[config.mk]
export PLATFORM = sky130hd
export DESIGN_NAME = tcrc_config
export DESIGN_NICKNAME = d
export VERILOG_FILES = /design/src/core/tcrc_pkg.sv /design/src/core/tcrc_det_if.sv /design/src/core/tcrc_det_map.sv /design/src/core/tcrc_config.sv
export SDC_FILE = /design/constraint.sdc
export NUM_CORES = 1
export LEC_CHECK = 0
export BUFFER_PORTS_ARGS = -buffer_cell sky130_fd_sc_hd__clkbuf_2
export CORE_UTILIZATION = 41
export DETAILED_ROUTE_END_ITERATION = 12
export SETUP_SLACK_MARGIN = 0.02
export SLEW_MARGIN = 25
export SYNTH_ARGS = -nofsm -noshare
export SYNTH_HDL_FRONTEND = slang
export SYNTH_SLANG_ARGS = --single-unit
[constraint.sdc]
create_clock -name clk -period 3.85 [get_ports clk]
set_clock_uncertainty 0.2 [all_clocks]
set_input_delay 0.1925 -clock clk [delete_from_list [all_inputs] [get_ports clk]]
set_output_delay 0.1925 -clock clk [all_outputs]
set_load 0.1 [all_outputs]
[src/core/tcrc_pkg.sv]
// package: register map, field layout and decodes of the crc/rx_baud_config
package tcrc_pkg;
  localparam logic [7:0] addr_tx_crc_config = 8'h19;
  localparam logic [7:0] addr_rx_baud_config = 8'h1A;
  localparam logic [7:0] addr_rx_card_mode_config = 8'h1B;
  localparam logic [7:0] addr_tx_wait_config = 8'h17;
  // tx crc config fields
  localparam int crc_preset_value_lsb = 16;
  localparam int crc_skip_first_byte_bit = 6;
  localparam int crc_preset_sel_lsb = 3;
  localparam int crc_type_bit = 2;
  localparam int crc_invert_out_bit = 1;
  localparam int crc_enable_bit = 0;
  localparam logic [31:0] tx_crc_write_mask = 32'hFFFF007F;
  localparam logic [31:0] tx_crc_reset = 32'h00000000;
  // rx baud config
  localparam logic [31:0] rx_baud_write_mask = 32'h00000007;
  localparam logic [2:0] rx_baud_reset = 3'h0;
  localparam logic [2:0] baud_106 = 3'h4;
  localparam logic [2:0] baud_212 = 3'h5;
  localparam logic [2:0] baud_424 = 3'h6;
  localparam logic [2:0] baud_848 = 3'h7;
  // card mode config fields
  localparam int framing_lsb = 29;
  localparam int tap_sel_lsb = 26;
  localparam int edge_level_lsb = 13;
  localparam int bit_level_lsb = 0;
  localparam logic [31:0] card_mode_write_mask = 32'h7FFFFFFF;
  localparam logic [31:0] card_mode_reset = 32'h00000000;
  // tx wait config layout
  localparam int wait_value_lsb = 8;
  localparam logic [31:0] tx_wait_write_mask = 32'h0FFFFFFF;
  localparam logic [31:0] tx_wait_reset = 32'h00000000;
  // crc presets
  localparam logic [15:0] preset_0 = 16'h0000;
  localparam logic [15:0] preset_1 = 16'h6363;
  localparam logic [15:0] preset_2 = 16'hA671;
  localparam logic [15:0] preset_3 = 16'hFFFF;
  localparam logic [15:0] preset_4 = 16'h0012;
  localparam logic [15:0] preset_5 = 16'hE012;
  localparam logic [15:0] preset_rsvd = 16'h0000;
  localparam logic [2:0] preset_sel_custom = 3'h7;

  typedef enum logic [1:0] {
    tcrc_frm_iso_a, tcrc_frm_nfc_sync, tcrc_frm_jis, tcrc_frm_iso_b
  } tcrc_framing_type;

  // detector protocol codes
  typedef enum logic [2:0] {
    tcrc_det_a106, tcrc_det_b106, tcrc_det_jis212, tcrc_det_jis424,
    tcrc_det_nfc106
  } tcrc_proto_type;

  // edge filter tap counts by select code
  function automatic logic [5:0] tcrc_taps(input logic [2:0] sel);
    case (sel)
      3'h0: tcrc_taps = 6'h04;
      3'h1: tcrc_taps = 6'h06;
      3'h2: tcrc_taps = 6'h08;
      3'h3: tcrc_taps = 6'h0C;
      3'h4: tcrc_taps = 6'h10;
      3'h5: tcrc_taps = 6'h12;
      3'h6: tcrc_taps = 6'h18;
      default: tcrc_taps = 6'h20;
    endcase
  endfunction : tcrc_taps
endpackage : tcrc_pkg

[src/core/tcrc_det_if.sv]
// interface: detector settings toward the register bank, with the load strobe driven by the bank
`timescale 1ns/1ps
`default_nettype none
interface tcrc_det_if;
  logic load;
  logic [2:0] baud;
  logic [1:0] framing;
  logic [19:0] wait_value;
  logic [7:0] wait_prescaler;
  modport map (input load, output baud, framing, wait_value, wait_prescaler);
  modport bank (output load, input baud, framing, wait_value, wait_prescaler);
endinterface : tcrc_det_if
`default_nettype wire

[src/core/tcrc_det_map.sv]
// module: maps a recognised protocol to its detector settings
`timescale 1ns/1ps
`default_nettype none
module tcrc_det_map
  import tcrc_pkg::*;
(
  input wire tcrc_pkg::tcrc_proto_type proto,
  tcrc_det_if.map det
);
  always_comb begin
    det.baud = baud_106;
    det.framing = tcrc_frm_iso_a;
    det.wait_value = 20'h00000;
    det.wait_prescaler = 8'h7F;
    unique case (proto)
      tcrc_det_a106: begin
        det.baud = baud_106;
        det.framing = tcrc_frm_iso_a;
        det.wait_value = 20'h00007;
      end
      tcrc_det_b106: begin
        det.baud = baud_106;
        det.framing = tcrc_frm_iso_b;
        det.wait_value = 20'h0000A;
      end
      tcrc_det_jis212: begin
        det.baud = baud_212;
        det.framing = tcrc_frm_jis;
        det.wait_value = 20'h00010;
      end
      tcrc_det_jis424: begin
        det.baud = baud_424;
        det.framing = tcrc_frm_jis;
        det.wait_value = 20'h00010;
      end
      tcrc_det_nfc106: begin
        det.baud = baud_106;
        det.framing = tcrc_frm_nfc_sync;
        det.wait_value = 20'h00007;
      end
      default: begin
        det.baud = baud_106;
        det.framing = tcrc_frm_iso_a;
        det.wait_value = 20'h00000;
      end
    endcase
  end
endmodule : tcrc_det_map
`default_nettype wire

[src/core/tcrc_config.sv]
// module: tx crc and rx signal processor configuration register bank
//
// The plain strobed port was left to the implementer.
`timescale 1ns/1ps
`default_nettype none

//
// Contract
// [RQ1] upper half of tx crc config holds a 16-bit arbitrary crc preset
// [RQ2] skip-first-byte bit makes crc start at the frame's second byte
// [RQ3] 3-bit preset select picks one of six fixed crc start values
// [RQ4] in 5-bit crc mode only the preset's low byte is loaded
// [RQ5] preset select 111b loads the arbitrary 16-bit preset field
// [RQ6] crc type bit: 0 selects 16-bit crc, 1 selects 5-bit crc
// [RQ7] crc invert bit sends the checksum bitwise inverted when set
// [RQ8] crc enable bit makes the encoder compute and append a crc
// [RQ9] 3-bit rx baud field: 100..111 select 106 to 848 kBd
// [RQ10] baud field msb only takes effect in reader mode
// [RQ11] auto detection writes baud 100, 101 or 110 for detected rate
// [RQ12] 2-bit framing field selects 14443A, 18092 sync, JIS, 14443B
// [RQ13] auto detection overwrites the framing field with detected framing
// [RQ14] 3-bit tap select sets edge filter length 4 to 32 taps
// [RQ15] 13-bit field holds the edge decision threshold
// [RQ16] 13-bit field holds the bit decision threshold
// [RQ17] reserved bits read zero and ignore writes
// [RQ18] auto detection also loads tx wait value and prescaler reload
module tcrc_config
  import tcrc_pkg::*;
(
  input wire logic clk,
  input wire logic rst,
  input wire logic [7:0] reg_addr,
  input wire logic [31:0] reg_wdata,
  input wire logic reg_write,
  input wire logic reg_read,
  output logic [31:0] reg_rdata,
  input wire logic auto_detect_enable,
  input wire logic mode_detected,
  input wire tcrc_pkg::tcrc_proto_type detected_proto,
  input wire logic reader_mode,
  output logic crc_enable,
  output logic crc_invert_out,
  output logic crc_five_bit,
  output logic crc_skip_first_byte,
  output logic [15:0] crc_init_value,
  output logic [2:0] rx_baud,
  output logic [1:0] rx_framing,
  output logic [5:0] edge_filter_taps,
  output logic [12:0] edge_decision_level,
  output logic [12:0] bit_decision_level,
  output logic [19:0] tx_wait_value,
  output logic [7:0] tx_wait_prescaler
);
  import tcrc_pkg::*;

  // ********************************************************************
  // state
  // ********************************************************************
  typedef struct packed {
    logic [31:0] tx_crc_config;
    logic [2:0] rx_baud_config;
    logic [31:0] rx_card_mode_config;
    logic [31:0] tx_wait_config;
    logic [31:0] rdata;
    logic crc_enable;
    logic crc_invert_out;
    logic crc_five_bit;
    logic crc_skip_first_byte;
    logic [15:0] crc_init_value;
    logic [2:0] rx_baud;
    logic [1:0] rx_framing;
    logic [5:0] edge_filter_taps;
    logic [12:0] edge_decision_level;
    logic [12:0] bit_decision_level;
    logic [19:0] tx_wait_value;
    logic [7:0] tx_wait_prescaler;
  } tcrc_state_type;

  tcrc_state_type state;
  tcrc_state_type next_state;

  tcrc_det_if det ();

  tcrc_det_map u_map (
    .proto(detected_proto),
    .det(det.map)
  );

  assign det.load = auto_detect_enable & mode_detected;

  // ********************************************************************
  // helpers
  // ********************************************************************
  function automatic logic [31:0] masked_write(input logic [31:0] old,
                                               input logic [31:0] wd,
                                               input logic [31:0] mask);
    masked_write = (wd & mask) | (old & ~mask);
  endfunction : masked_write

  function automatic logic [15:0] preset_lookup(input logic [2:0] sel,
                                                input logic [15:0] custom);
    case (sel)
      3'h0: preset_lookup = preset_0;
      3'h1: preset_lookup = preset_1;
      3'h2: preset_lookup = preset_2;
      3'h3: preset_lookup = preset_3;
      3'h4: preset_lookup = preset_4;
      3'h5: preset_lookup = preset_5;
      3'h6: preset_lookup = preset_rsvd;
      default: preset_lookup = custom;
    endcase
  endfunction : preset_lookup

  // ********************************************************************
  // next state
  // ********************************************************************
  logic [15:0] preset_full;
  logic [2:0] preset_sel;
  logic [2:0] baud_eff;

  always_comb begin
    next_state = state;
    preset_sel = 3'h0;
    preset_full = 16'h0000;
    baud_eff = 3'h0;

    // software writes; reserved bits keep zero through the masks
    if (reg_write) begin
      unique case (reg_addr)
        addr_tx_crc_config: begin
          next_state.tx_crc_config = masked_write(state.tx_crc_config,
            reg_wdata, tx_crc_write_mask); // RQ1 RQ17
        end
        addr_rx_baud_config: begin
          next_state.rx_baud_config = reg_wdata[2:0]; // RQ9 RQ17
        end
        addr_rx_card_mode_config: begin
          next_state.rx_card_mode_config = masked_write(
            state.rx_card_mode_config, reg_wdata,
            card_mode_write_mask); // RQ17
        end
        addr_tx_wait_config: begin
          next_state.tx_wait_config = masked_write(state.tx_wait_config,
            reg_wdata, tx_wait_write_mask);
        end
        default: begin
        end
      endcase
    end

    // detector has the last word: a same-cycle software write to baud, framing or tx wait loses,
    // since the detected protocol is what the link is actually using
    if (det.load) begin
      next_state.rx_baud_config = det.baud; // RQ11
      next_state.rx_card_mode_config[framing_lsb +: 2] =
        det.framing; // RQ13
      next_state.tx_wait_config = {4'h0, det.wait_value,
        det.wait_prescaler}; // RQ18
    end

    // read data, valid only in the cycle after the strobe
    next_state.rdata = 32'h00000000;
    if (reg_read) begin
      unique case (reg_addr)
        addr_tx_crc_config: next_state.rdata = state.tx_crc_config;
        addr_rx_baud_config: next_state.rdata = {29'h0,
          state.rx_baud_config};
        addr_rx_card_mode_config: next_state.rdata =
          state.rx_card_mode_config;
        addr_tx_wait_config: next_state.rdata = state.tx_wait_config;
        default: next_state.rdata = 32'h00000000;
      endcase
    end

    // decoded controls from the registers as they now stand
    preset_sel = state.tx_crc_config[crc_preset_sel_lsb +: 3];
    preset_full = preset_lookup(preset_sel,
      state.tx_crc_config[crc_preset_value_lsb +: 16]); // RQ3 RQ5
    next_state.crc_five_bit = state.tx_crc_config[crc_type_bit]; // RQ6
    next_state.crc_init_value = state.tx_crc_config[crc_type_bit] ?
      {8'h00, preset_full[7:0]} : preset_full; // RQ4
    next_state.crc_enable = state.tx_crc_config[crc_enable_bit]; // RQ8
    next_state.crc_invert_out =
      state.tx_crc_config[crc_invert_out_bit]; // RQ7
    next_state.crc_skip_first_byte =
      state.tx_crc_config[crc_skip_first_byte_bit]; // RQ2

    // outside reader mode the msb is forced to 1: 001 reads as 101 (212) etc.
    baud_eff = state.rx_baud_config;
    if (!reader_mode) begin
      baud_eff[2] = 1'b1; // RQ10
    end
    next_state.rx_baud = reader_mode ? state.rx_baud_config :
      {1'b1, state.rx_baud_config[1:0]}; // RQ10 RQ9
    next_state.rx_framing =
      state.rx_card_mode_config[framing_lsb +: 2]; // RQ12
    next_state.edge_filter_taps = tcrc_taps(
      state.rx_card_mode_config[tap_sel_lsb +: 3]); // RQ14
    next_state.edge_decision_level =
      state.rx_card_mode_config[edge_level_lsb +: 13]; // RQ15
    next_state.bit_decision_level =
      state.rx_card_mode_config[bit_level_lsb +: 13]; // RQ16
    next_state.tx_wait_value = state.tx_wait_config[wait_value_lsb +: 20];
    next_state.tx_wait_prescaler = state.tx_wait_config[7:0];
  end

  // ********************************************************************
  // registers
  // ********************************************************************
  always_ff @(posedge clk) begin
    if (rst) begin
      state <= '0;
      state.tx_crc_config <= tx_crc_reset;
      state.rx_baud_config <= rx_baud_reset;
      state.rx_card_mode_config <= card_mode_reset;
      state.tx_wait_config <= tx_wait_reset;
      state.edge_filter_taps <= 6'h04;
      state.rx_baud <= 3'h4;
    end else begin
      state <= next_state;
    end
  end

  assign reg_rdata = state.rdata;
  assign crc_enable = state.crc_enable;
  assign crc_invert_out = state.crc_invert_out;
  assign crc_five_bit = state.crc_five_bit;
  assign crc_skip_first_byte = state.crc_skip_first_byte;
  assign crc_init_value = state.crc_init_value;
  assign rx_baud = state.rx_baud;
  assign rx_framing = state.rx_framing;
  assign edge_filter_taps = state.edge_filter_taps;
  assign edge_decision_level = state.edge_decision_level;
  assign bit_decision_level = state.bit_decision_level;
  assign tx_wait_value = state.tx_wait_value;
  assign tx_wait_prescaler = state.tx_wait_prescaler;
endmodule : tcrc_config
`default_nettype wire

==> reports/metrics.csv <==
stage,metric,value,unit
setup_path,Worst Path Required,4.09,ns
floorplan,Starting Density,0.424,
finish,non-filler cells in the finished layout,1157,
drt,DRC viols,12,
outcome,status,"complete, but fails checks",
timing,worst-margin pin slew,0.928,ns
pwr,total power,4.22,mW
setup_path,CP Capture Type,flop,
timing,Rel. slew slack,0.381,
finish,FILL cells,1745,
clock_tree,clk sinks,201,
floorplan,die height,139,µm
timing,Fin. Hold Viols,0,
timing,unrepaired setup endpoints after global routing,no,
setup_path,CP max stage delay,0.87,ns
timing,Tcrit/Tclk final,0.675,
setup_path,Setup crit start kind,input pin,
pwr,sw frac,0.226,
pwr,worst vdd ir,0.000367,V
setup_path,slowest library cell on the worst path,and4_1,
pwr,share of power burned in registers,0.500,
placed_design,GPL Wtd Cong,0.806,
yosys,Synth Flop Type,dfxtp_1,
clock_tree,CTS tree,yes,
yosys,Mapped Area,7720,µm²
min_path,Hold Path Class,input pin to flop,
clock_tree,clock slew at reported path FFs,0.06,ns
yosys,Post-Synthesis Cells,845,
setup_path,kind of critical path,input pin to flop,
placed_design,DP HPWL,12.5,mm
yosys,Synth top area share,0.521,
drt,routed wire length,18.9,mm
job,max_cap viols,0,
outcome,violated checks,design-rule violations,
drt,Vias,5747,
yosys,syn nets,895,
finish,Diodes inserted,0,
finish,P&R area growth vs syn,15.4,%
grt,first-pass GRT wire length,29.9,mm
floorplan,DIE AREA,19400,µm²
setup_path,Crit Path Max Fanout,23,
placed_design,port bufs,165,
finish,share of layout cells above drive strength 1,0.231,
yosys,Area contributors post-synth,"dfxtp_1, buf_4, nand2_1",
placed_design,placed insts,1081,
yosys,Synth area leader,dfxtp_1,
setup_path,"setup slack, reg-to-reg",2.13,ns
yosys,Post-synth EDFFs,0,
yosys,post-synthesis sequential area ratio,0.521,
clock_tree,"Clk Latency, worst-skew pair",0.49,ns
floorplan,Die X,139,µm
pwr,power share of the combinational group,0.054,
setup_path,critical-path cell list,dlygate4sd3_1 -> clkbuf_2 -> inv_1 -> and4_1 -> nand2_1 -> a21oi_1 -> dlygate4sd3_1,
drt,DRT Pass-1 Iters,11,
yosys,synth cell count leaders,"dfxtp_1, nand2_1, buf_4",
timing,setup TNS,0,ns
grt,initial antenna violation count,0,
drt,1st-iter DRT viols,337,
drt,Vias/cell,4.97,
drt,WL/cell,16.4,µm
clock_tree,# H-tree levels,1,
yosys,synth warn,0,
setup_path,crit-path most repeated cell,dlygate4sd3_1,
grt,vias in the first global route,5481,
drt,Antenna Nets Post-Route,0,
clock_tree,CTS buffer count,21,
timing,post-route minimum period,2.60,ns
pwr,Clk pwr share,0.445,
pwr,Power Density,474,nW/µm²
yosys,Yosys reg bits,201,
finish,Nets,967,
yosys,most frequent cell after synthesis,dfxtp_1,
setup_path,crit path DAT,2.84,ns
pwr,Psw,0.953,mW
floorplan,row cnt,49,
floorplan,# IOs,167,
pwr,leak pwr,3.55,nW
timing,setup violators final,0,
timing,Peak Freq,0.385,GHz
grt,largest net degree at the start of global routing,55,
grt,Total GRT Usage,0.194,
timing,Hold Slack,0.0336,ns
pwr,internal power,3.27,mW
timing,Pins Over Slew Limit,0,
clock_tree,Clock Tree Buf Depth,3,
clock_tree,Root Buffer,clkbuf_16,
yosys,Yosys cell types,46,
yosys,"Avg Cell Area, Syn",9.13,µm²
grt,grt total ovfl,0,
floorplan,core box area,18200,µm²
yosys,Async SR Flop Fraction,0,
worst max-delay path, delay by kind of cell:
kind / cells / cell delay [ns]
AO/OA/AOI/OAI: 1 / 0.14
AND/OR/NAND/NOR: 2 / 0.98
buffers and inverters: 4 / 1.51
flip-flops by register name (all words and copies together) (netlist names), 3 cells and up:
register             flops
next_state              60
reg_rdata               32
state                   20
tx_wait_value           20
crc_init_value          16
bit_decision_level      13
edge_decision_level     13
tx_wait_prescaler        8
edge_filter_taps         5
preset_sel               3
rx_baud                  3
layout make-up:
cell class / instances / area, µm² / area share
multi-input combinational: 469 / 2610 / 0.293
inverter: 10 / 37.5 / 0.00421
sequential: 201 / 4020 / 0.452
clock inverter: 4 / 23.8 / 0.00267
clock buffer: 30 / 609 / 0.0684
timing repair buffer: 214 / 1320 / 0.148
tap: 229 / 287 / 0.0322
logic make-up after synthesis:
group,Yosys count,synth area share
AND/OR/NAND/NOR,301,0.188
flip-flops,201,0.521
buffers and inverters,175,0.144
AO/OA/AOI/OAI,161,0.138
multiplexers,5,0.00665
XOR/XNOR,1,0.00114
other,1,0.000486
metal layers:
metal  global-route usage  part of all wire
met4               0.0561             0.019
met1                0.261              0.47
met2                0.320              0.46
met3               0.0342             0.060
met5                    0                 0
stage by stage:
step | setup slack (ns) | cell area [µm²] | utilization
after floorplan | 1.84 | 7720 | -
after global placement | 0.945 | 7840 | 0.430
after detailed placement | 0.896 | 7840 | 0.430
after CTS | 1.26 | 8880 | 0.488
after global routing | 1.14 | 8910 | 0.489
final | 1.25 | 8910 | 0.489
what timing repair did:
item / in CTS / in global routing
hold buffers: 41 / 0
buffers inserted: 0 / 0
hold endpoints to repair: 98 / 0
gates resized for setup: 0 / 0
layout by cell type, fill, tap and decap left out, types with 2 or more instances in the layout:
cell type      instances
nor3_2                 3
nor4b_1                2
clkbuf_8               5
clkbuf_1               4
a211oi_1               3
mux2i_1                4
a221o_1                3
nor3_4                 3
a22o_1                33
a31oi_1                7
inv_1                 10
a21oi_1               72
nor2_1                51
clkbuf_16             21
o21ai_0                4
a22oi_1               29
and3_1                 2
nor2b_1               66
and3b_1                2
dlygate4sd3_1         41
nand3b_1               4
clkbuf_2             164
dfxtp_1              201
nand2_1              148
nor3_1                 5
clkinv_2               3
a311oi_1               4
buf_4                  8
nor3b_1                2
nand2b_1               3
power by group through the flow:
stage	clock network, mW	registers [mW]	logic, mW
after detailed placement	0	2.16	0.195
final	1.88	2.11	0.229
after floorplan	0	2.15	0.141
after global placement	0	2.16	0.194
after global routing	2.01	2.11	0.245
after CTS	1.92	2.11	0.229
path summary, 6_finish.rpt:
path | from | cells past startpoint | endpoint
max | reg_addr[1] | 7 | state[215]
min | reg_addr[6] | 4 | reg_rdata[2]
max reg2reg | preset_sel[1] | 4 | crc_init_value[13]
min reg2reg | next_state[38] | 2 | next_state[38]
Note: power is estimated with default switching activity, not from simulation.
